==> src/shared/psc_pkg.sv <==
/*
 Constants for the strap configuration latch: pin vector layout,
 register indexes, field positions and values after reset.
 Assumes a 32-bit classic Wishbone slave port, byte addressed.
*/
package psc_pkg;
    // positions in the synchronised pin vector
    localparam int SP_RSTN = 0;
    localparam int SP_ADDR = 1;
    localparam int SP_BCAST = 4;
    localparam int SP_ANEG = 5;
    localparam int SP_MODE = 6;
    localparam int SP_TXEN = 9;
    localparam int SP_TXD = 10;
    localparam int SP_TX_ERROR_LPI_REQUEST = 14;
    localparam int SP_W = 15;
    // register indexes, byte address is four times the index
    localparam logic [7:0] REG_BASIC_IDX = 8'h00;
    localparam logic [7:0] REG_SPECIAL_IDX = 8'h16;
    localparam logic [7:0] REG_STATUS_IDX = 8'h1F;
    // field positions
    localparam int F_ANEG = 12;
    localparam int F_ADDR0_UNIQUE = 9;
    localparam int F_EEE = 0;
    localparam int F_ST_MODE = 5;
    localparam int F_ST_BCAST = 8;
    localparam int F_ST_LPI = 9;
    localparam int F_ST_RUN = 10;
    // values after reset
    localparam logic [2:0] RST_ADDR_LOW = 3'h1;
    localparam logic [1:0] MGMT_ADDR_UPPER = 2'h0;
    localparam logic [2:0] RST_IF_MODE = 3'h0;
    localparam logic [2:0] IF_MODE_MII = 3'h0;
    localparam logic RST_ANEG = 1'b1;
    localparam logic RST_BCAST_OFF = 1'b0;
    localparam logic [14:0] RST_SYNC = 15'h0000;

    typedef enum logic [1:0] {
        CS_HELD = 2'b01,
        CS_RUN = 2'b10
    } psc_chip_e;
endpackage

==> src/core/psc_strap_latch.sv <==
/*
 Strap configuration latch with MII qualifier logic and a Wishbone
 register port. Straps and MII transmit pins come from outside the
 clock domain and are synchronised; the receive nibble source and
 management frame decoder sit on the same clock.
*/
// Summary of operation
// - tx error pin with enable low enters low-power idle when EEE on
// - tx error ignored outside EEE operation
// - receive nibble valid only with data valid
// - straps sampled at chip reset release, held
// - address low bits from three straps, default 1
// - address upper two bits forced to zero
// - address zero broadcast unless strap or software bit
// - interface mode latched, 000 selects plain MII
// - broadcast-off strap low keeps address zero broadcast
// - autoneg strap loads basic control bit 12
`timescale 1ns/1ns
module psc_strap_latch
    import psc_pkg::*;
(
    input wire logic clock,
    input wire logic srst,
    // chip reset pin, active low
    input wire logic chipResetN,
    input wire logic mgmtAddrStrapBit2,
    input wire logic mgmtAddrStrapBit1,
    input wire logic mgmtAddrStrapBit0,
    input wire logic addrZeroUniqueStrap,
    input wire logic autonegEnableStrap,
    input wire logic [2:0] ifModeStrap,
    // MII transmit pins from the MAC
    input wire logic txEn,
    input wire logic [3:0] txData,
    input wire logic txErrorLpiRequest,
    // internal transmit path
    output logic [3:0] txNibble,
    output logic txNibbleValid,
    output logic lpiRequestActive,
    // internal receive path and MII receive pins
    input wire logic [3:0] rxNibbleIn,
    input wire logic rxNibbleValidIn,
    output logic [3:0] rxData,
    output logic rxDataValid,
    // management frame decoder
    input wire logic [4:0] mgmtFrameAddr,
    input wire logic mgmtFrameStrobe,
    output logic mgmtAddrHit,
    // configuration outputs
    output logic [4:0] mgmtAddress,
    output logic [2:0] ifMode,
    output logic autonegEnabled,
    // classic Wishbone slave
    input wire logic wbCyc,
    input wire logic wbStb,
    input wire logic wbWe,
    input wire logic [7:0] wbAdr,
    input wire logic [3:0] wbSel,
    input wire logic [31:0] wbDatIn,
    output logic [31:0] wbDatOut,
    output logic wbAck
);
    typedef struct packed {
        logic [SP_W-1:0] sync1;
        logic [SP_W-1:0] sync2;
        psc_chip_e chip;
        logic [2:0] addrLow;
        logic [2:0] mode;
        logic bcastOff;
        logic aneg;
        logic swUnique;
        logic eee;
        logic lpi;
        logic [3:0] rxd;
        logic rxdv;
        logic [3:0] txd;
        logic txv;
        logic hit;
        logic ack;
        logic [31:0] dat;
    } psc_state_s;

    localparam psc_state_s RESET_STATE = '{
        sync1: RST_SYNC, sync2: RST_SYNC, chip: CS_HELD,
        addrLow: RST_ADDR_LOW, mode: RST_IF_MODE,
        bcastOff: RST_BCAST_OFF, aneg: RST_ANEG, swUnique: 1'b0,
        eee: 1'b0, lpi: 1'b0, rxd: 4'h0, rxdv: 1'b0, txd: 4'h0,
        txv: 1'b0, hit: 1'b0, ack: 1'b0, dat: 32'h0000_0000};

    psc_state_s cur_q;
    psc_state_s cur_d;

    // word register selected by a byte address
    function automatic logic hitsReg(input logic [7:0] adr,
                                     input logic [7:0] idx);
        hitsReg = (adr[7:2] == idx[5:0]) && (adr[1:0] == 2'h0);
    endfunction

    logic [SP_W-1:0] pinVec;
    logic running;
    logic releaseEdge;
    logic addrZeroBcast;
    logic [4:0] fullAddr;
    logic wbReq;

    // pins gathered for the two-stage synchroniser
    assign pinVec = {txErrorLpiRequest, txData, txEn, ifModeStrap,
                     autonegEnableStrap, addrZeroUniqueStrap,
                     mgmtAddrStrapBit2, mgmtAddrStrapBit1,
                     mgmtAddrStrapBit0, chipResetN};

    // derived state, only the second stage is read
    assign running = (cur_q.chip == CS_RUN);
    assign releaseEdge = (cur_q.chip == CS_HELD) && cur_q.sync2[SP_RSTN];
    assign fullAddr = {MGMT_ADDR_UPPER, cur_q.addrLow};
    // either strap or software bit makes address zero unique
    assign addrZeroBcast = !(cur_q.bcastOff || cur_q.swUnique);
    assign wbReq = wbCyc && wbStb && !cur_q.ack;

    // next-state logic for the whole block
    always_comb begin
        cur_d = cur_q;
        cur_d.sync1 = pinVec;
        cur_d.sync2 = cur_q.sync1;
        cur_d.ack = wbReq;
        cur_d.hit = 1'b0;
        unique case (cur_q.chip)
            CS_HELD: begin
                // config sampled on the release edge only
                if (cur_q.sync2[SP_RSTN]) begin
                    cur_d.chip = CS_RUN;
                    cur_d.addrLow = cur_q.sync2[SP_ADDR +: 3];
                    cur_d.mode = cur_q.sync2[SP_MODE +: 3];
                    cur_d.bcastOff = cur_q.sync2[SP_BCAST];
                    cur_d.aneg = cur_q.sync2[SP_ANEG];
                end
            end
            CS_RUN: begin
                // chip reset returns config to defaults
                if (!cur_q.sync2[SP_RSTN]) begin
                    cur_d = RESET_STATE;
                    cur_d.sync1 = pinVec;
                    cur_d.sync2 = cur_q.sync1;
                    cur_d.ack = wbReq;
                end
            end
            default: begin
                cur_d.chip = CS_HELD;
            end
        endcase
        // receive nibble zeroed outside data valid
        cur_d.rxdv = running && rxNibbleValidIn;
        cur_d.rxd = (running && rxNibbleValidIn) ? rxNibbleIn : 4'h0;
        // transmit nibble passed on only while enabled
        cur_d.txv = running && cur_q.sync2[SP_TXEN];
        cur_d.txd = cur_d.txv ? cur_q.sync2[SP_TXD +: 4] : 4'h0;
        // error pin means idle request only with EEE on
        cur_d.lpi = running && cur_q.eee && cur_q.sync2[SP_TX_ERROR_LPI_REQUEST]
                    && !cur_q.sync2[SP_TXEN];
        // frame address compare with broadcast zero
        cur_d.hit = running && mgmtFrameStrobe
                    && ((mgmtFrameAddr == fullAddr)
                        || (mgmtFrameAddr == 5'h00 && addrZeroBcast));
        // register writes, taken with the ack; a chip reset seen this cycle wins
        if (wbReq && wbWe && running && cur_q.sync2[SP_RSTN]) begin
            if (hitsReg(wbAdr, REG_BASIC_IDX) && wbSel[1]) begin
                cur_d.aneg = wbDatIn[F_ANEG];
            end
            if (hitsReg(wbAdr, REG_SPECIAL_IDX)) begin
                if (wbSel[1]) begin
                    cur_d.swUnique = wbDatIn[F_ADDR0_UNIQUE];
                end
                if (wbSel[0]) begin
                    cur_d.eee = wbDatIn[F_EEE];
                end
            end
        end
        // register reads, unmapped reads as zero
        cur_d.dat = 32'h0000_0000;
        if (wbReq && !wbWe) begin
            if (hitsReg(wbAdr, REG_BASIC_IDX)) begin
                cur_d.dat[F_ANEG] = cur_q.aneg;
            end else if (hitsReg(wbAdr, REG_SPECIAL_IDX)) begin
                cur_d.dat[F_ADDR0_UNIQUE] = cur_q.swUnique;
                cur_d.dat[F_EEE] = cur_q.eee;
            end else if (hitsReg(wbAdr, REG_STATUS_IDX)) begin
                cur_d.dat[4:0] = fullAddr;
                cur_d.dat[F_ST_MODE +: 3] = cur_q.mode;
                cur_d.dat[F_ST_BCAST] = addrZeroBcast;
                cur_d.dat[F_ST_LPI] = cur_q.lpi;
                cur_d.dat[F_ST_RUN] = running;
            end
        end
    end

    // single state register
    always_ff @(posedge clock) begin
        if (srst) begin
            cur_q <= RESET_STATE;
        end else begin
            cur_q <= cur_d;
        end
    end

    // outputs all come from the state register
    assign txNibble = cur_q.txd;
    assign txNibbleValid = cur_q.txv;
    assign lpiRequestActive = cur_q.lpi;
    assign rxData = cur_q.rxd;
    assign rxDataValid = cur_q.rxdv;
    assign mgmtAddrHit = cur_q.hit;
    assign mgmtAddress = fullAddr;
    assign ifMode = cur_q.mode;
    assign autonegEnabled = cur_q.aneg;
    assign wbDatOut = cur_q.dat;
    assign wbAck = cur_q.ack;

    // checks next to the logic
    a_lpi_enter: assert property (@(posedge clock) disable iff (srst)
        (running && cur_q.eee && cur_q.sync2[SP_TX_ERROR_LPI_REQUEST] && !cur_q.sync2[SP_TXEN]
         && cur_q.sync2[SP_RSTN]) |=> lpiRequestActive)
        else $error("idle request not honoured");

    a_lpi_noneee: assert property (@(posedge clock) disable iff (srst)
        !cur_q.eee |=> !lpiRequestActive)
        else $error("tx error acted on outside EEE");

    a_rx_gated: assert property (@(posedge clock) disable iff (srst)
        !rxDataValid |-> rxData == 4'h0)
        else $error("rx data without valid");

    a_rx_follow: assert property (@(posedge clock) disable iff (srst)
        (running && cur_q.sync2[SP_RSTN] && rxNibbleValidIn)
        |=> rxDataValid && rxData == $past(rxNibbleIn))
        else $error("rx nibble not forwarded");

    a_tx_gated: assert property (@(posedge clock) disable iff (srst)
        !txNibbleValid |-> txNibble == 4'h0)
        else $error("tx nibble without enable");

    a_strap_latch: assert property (@(posedge clock) disable iff (srst)
        releaseEdge |=> mgmtAddress[2:0] == $past(cur_q.sync2[SP_ADDR +: 3])
        && ifMode == $past(cur_q.sync2[SP_MODE +: 3])
        && autonegEnabled == $past(cur_q.sync2[SP_ANEG]))
        else $error("straps not latched at release");

    a_addr_hold: assert property (@(posedge clock) disable iff (srst)
        (running && $past(running)) |-> $stable(mgmtAddress) && $stable(ifMode))
        else $error("latched config changed while running");

    a_addr_upper: assert property (@(posedge clock) disable iff (srst)
        mgmtAddress[4:3] == MGMT_ADDR_UPPER)
        else $error("upper address bits not zero");

    a_bcast_zero: assert property (@(posedge clock) disable iff (srst)
        (running && cur_q.sync2[SP_RSTN] && mgmtFrameStrobe && mgmtFrameAddr == 5'h00
         && !cur_q.bcastOff && !cur_q.swUnique) |=> mgmtAddrHit)
        else $error("broadcast address zero missed");

    a_unique_zero: assert property (@(posedge clock) disable iff (srst)
        (mgmtFrameStrobe && mgmtFrameAddr == 5'h00 && fullAddr != 5'h00
         && (cur_q.bcastOff || cur_q.swUnique)) |=> !mgmtAddrHit)
        else $error("address zero treated as broadcast");

    a_wb_ack_once: assert property (@(posedge clock) disable iff (srst)
        wbAck |=> !wbAck)
        else $error("ack held two cycles");
endmodule

==> config.mk <==
export PLATFORM = sky130hd
export DESIGN_NAME = psc_strap_latch
export DESIGN_NICKNAME = d
export VERILOG_FILES = /design/src/shared/psc_pkg.sv /design/src/core/psc_strap_latch.sv
export SDC_FILE = /design/constraint.sdc
export NUM_CORES = 1
export LEC_CHECK = 0
export BUFFER_PORTS_ARGS = -buffer_cell sky130_fd_sc_hd__buf_2
export CORE_ASPECT_RATIO = 1.5
export CORE_MARGIN = 2
export CORE_UTILIZATION = 35
export CTS_CLUSTER_SIZE = 30
export DETAILED_ROUTE_END_ITERATION = 16
export HOLD_SLACK_MARGIN = 0.15
export PLACE_DENSITY = 0.65
export SYNTH_ARGS = -nofsm -noshare
export SYNTH_HDL_FRONTEND = slang
export SYNTH_SLANG_ARGS = --single-unit
==> constraint.sdc <==
create_clock -name clock -period 2.3 [get_ports clock]
set_clock_uncertainty 0.1 [all_clocks]
set_input_delay 0.345 -clock clock [delete_from_list [all_inputs] [get_ports clock]]
set_output_delay 0.345 -clock clock [all_outputs]
set_load 0.005 [all_outputs]
==> metrics.md <==
| Metric | Value |
|---|---|
| Setup CP Type | `reg -> reg` |
| IO Pins | `129` |
| Post-Layout Cell Count | `402` |
| Worst R2R Setup Slack | `0.45 ns` |
| Final setup fails | `0` |
| RSZ-0062 raised after global routing | `no` |
| Worst vdd ir | `0.217 mV` |
| Pins Over Slew Limit | `0` |
| Placed cell count | `370` |
| Drt initial violations | `110` |
| Number of synthesized flops with an enable pin | `0` |
| Hold path start | `wbDatIn[0]` |
| Post-CTS sizing | `0` |
| Prevailing post-synth register cell | `dfxtp_1` |
| Global-route wire length before repair | `6.66 mm` |
| PortBufs | `73` |
| FF+latch count, synth | `65` |
| Vias per cell | `~4.3` |
| Clk root buf | `clkbuf_8` |
| Die width | `73.5 um` |
| First drt pass iteration count | `4` |
| Crit share post-route | `80.3%` |
| Yosys warns | `0` |
| FMAX | `about 0.54 GHz` |
| Total wire length | `4.57 mm` |
| Post-detail-place hpwl | `about 3.3 mm` |
| Hold crit path type | `in -> reg` |
| Cells after synthesis | `250` |
| GR Overflow Total | `0` |
| Pin count of the biggest net entering global routing | `25` |
| Setup_tns | `0 ns` |
| Synth Area per Inst | `10.1 um2` |
| CP max FO | `8` |
| Hold path cells | `2` |
| R2R Path Start | `cur_q[56]` |
| Hold slack final | `between 0.15 and 0.2 ns` |
| Leak | `1.45 nW` |
| CP cell instances | `inv_1, ha_1, nand2_1, nor2_1, a2111oi_0, mux2i_1` |
| CP max stage delay | `about 0.45 ns` |
| Die extent in y | `between 100 and 150 um` |
| Cts hold-fix bufs | `19` |
| Routed wire length per instance | `11.4 um` |
| R2R depth | `6` |
| Post CTS Setup Buffer Count | `0` |
| Share of layout cells above drive strength 1 | `30.7%` |
| DR vias | `1737` |
| Worst Max-Slew Pin Slew | `0.594 ns` |
| Power Density | `between 600 and 700 nW/um2` |
| CTS buffer count | `9` |
| Worst relative slew slack | `60.3%` |
| Nets | `397` |
| Yosys cell types | `40` |
| Detail Route Antenna Nets | `0` |
| Critical Path RT | `2.40 ns` |
| Antenna diode count | `0` |
| Worst-Skew Late Latency | `roughly 0.33 ns` |
| FP Rows | `38` |
| Startpoint Class | `register` |
| Clk slew on worst S/H paths | `0.06 ns` |
| Area grow syn2layout | `19.7%` |
| RD Place Congestion | `0.788` |
| Max Cap Viol | `0` |
| CTS tree | `done` |
| Clock sinks | `65` |
| Global-route usage over all layers | `11.4%` |
| Minimum clock period | `around 1.8 ns` |
| DRC | `0` |
| Slowest stage cell, crit path | `a2111oi_0` |
| CP arrival | `approximately 2 ns` |
| Status | `finished, final reports clean` |
| Worst r2r dst | `autonegEnabled` |
| CP endpoint kind | `register` |
| Htree depth | `3` |
| Final Hold Viols | `0` |
| Die ar. | `7960 um2` |
| Initial core utilization | `35.6%` |
| Stages on worst setup path | `6` |
| Clock tree buffer depth | `2` |
| Largest delay contributor family on the critical path | `compound AO/OA/AOI/OAI gates` |
| CP bufs+invs | `1` |
| Post-synthesis sequential area ratio | `51.3%` |
| Vias in the first global route | `1477` |
| Ys async rst share | `0%` |
| WHS Endpoint | `cur_q[45]` |
| Core box area | `7130 um2` |
| Mapped cell area | `~2500 um2` |
| Initial antenna violation count | `0` |
[metrics by stage]
stage	utilization, %	power [mW]	cell area (um2)	setup slack [ns]
floorplan	-	1.30	2620	0.647
global placement	37.8	1.33	2700	0.506
detailed placement	37.8	1.33	2700	0.470
CTS	42.6	2.13	3040	0.462
global route	42.6	2.20	3040	0.230
finish	42.6	2.11	3040	0.453
[where the power goes]
part	internal (mW)	switching, mW
sequential	1.16	0.0123
clock	0.401	0.374
combinational	0.0873	0.0758
total	1.65	0.462
[layout make-up]
| cell class | count | area [um2] |
|---|---|---|
| Clock buffer | 12 | 145 |
| Inverter | 3 | 11.3 |
| Multi-Input combinational cell | 148 | 912 |
| Tap cell | 80 | 100 |
| Timing Repair Buffer | 93 | 563 |
| Sequential cell | 65 | 1300 |
| Clock inverter | 1 | 5.00 |
| Fill cell | 698 | 4090 |
[worst reg2reg max path: stages (launching register included)]
cell,delay [ns]
dfxtp_1,0.36
inv_1,0.06
ha_1,0.27
nand2_1,0.22
nor2_1,0.13
a2111oi_0,0.45
mux2i_1,0.13
[cells in the mapped netlist, types with 2 or more instances]
master | n | area [um2]
dfxtp_1 | 65 | 1300
buf_4 | 49 | 368
nor2b_1 | 31 | 194
nor2_1 | 14 | 52.6
a21oi_1 | 9 | 45.0
and3_1 | 9 | 56.3
clkbuf_1 | 7 | 26.3
nand2_1 | 7 | 26.3
nand3_1 | 7 | 35.0
and3_2 | 6 | 45.0
a22oi_1 | 3 | 22.5
inv_1 | 3 | 11.3
xnor2_1 | 3 | 26.3
a32o_1 | 2 | 20.0
a41o_1 | 2 | 20.0
and2_1 | 2 | 12.5
ha_1 | 2 | 25.0
mux2_2 | 2 | 22.5
nand4_1 | 2 | 12.5
nor3_1 | 2 | 10.0
o22a_1 | 2 | 17.5
o22ai_1 | 2 | 12.5
or4_1 | 2 | 15.0
[cell usage in the layout, fill, tap and decap left out, types with 3 or more instances in the layout]
cell,instances
a22oi_1,3
clkbuf_8,10
dfxtp_1,65
nand2_1,7
nand3_1,7
nor2b_1,31
nor2_1,14
dlygate4sd3_1,19
xnor2_1,3
and3_2,6
inv_1,3
conb_1,24
and3_1,9
a21oi_1,9
buf_2,73
[state kept, by name, indices dropped and copies added (netlist names)]
signal            flops
txNibbleValid         1
txNibble              4
mgmtAddrHit           1
rxDataValid           1
ifMode                3
wbAck                 1
wbDatOut             10
rxData                4
cur_q                35
lpiRequestActive      1
mgmtAddress           3
autonegEnabled        1
[worst max-delay path by stage]
stage | end | startpoint | slack (ns)
finish | autonegEnabled | cur_q[56] | 0.45
global route | mgmtAddrHit | cur_q[55] | 0.23
CTS | ifMode[0] | cur_q[55] | 0.46
detailed placement | ifMode[0] | cur_q[55] | 0.47
global placement | wbDatOut[8] | wbAdr[7] | 0.51
floorplan | autonegEnabled | cur_q[56] | 0.65
[per-layer routing]
metal	up-vias	track usage (%)	part of all wire, %
li1	899	-	-
met1	758	11.2	37
met2	70	18.9	53
met3	10	4.47	6.8
met4	0	8.44	3.3
met5	-	0	0
[kinds of logic (layout without fill, tap and decap cells)]
kind of cell             after synthesis  count (layout)  synth area share, %
AND/OR/NAND/NOR                       93              93                 22.9
flip-flops                            65              65                 51.3
buffers and inverters                 60             109                 16.2
AO/OA/AOI/OAI                         23              23                 6.21
XOR/XNOR                               3               3                 1.04
multiplexers                           3               3                 1.28
adder cells (fa/ha/maj)                2               2                0.986
other                                  1              24                0.148
No activity file was read; power rests on OpenSTA's default activity.
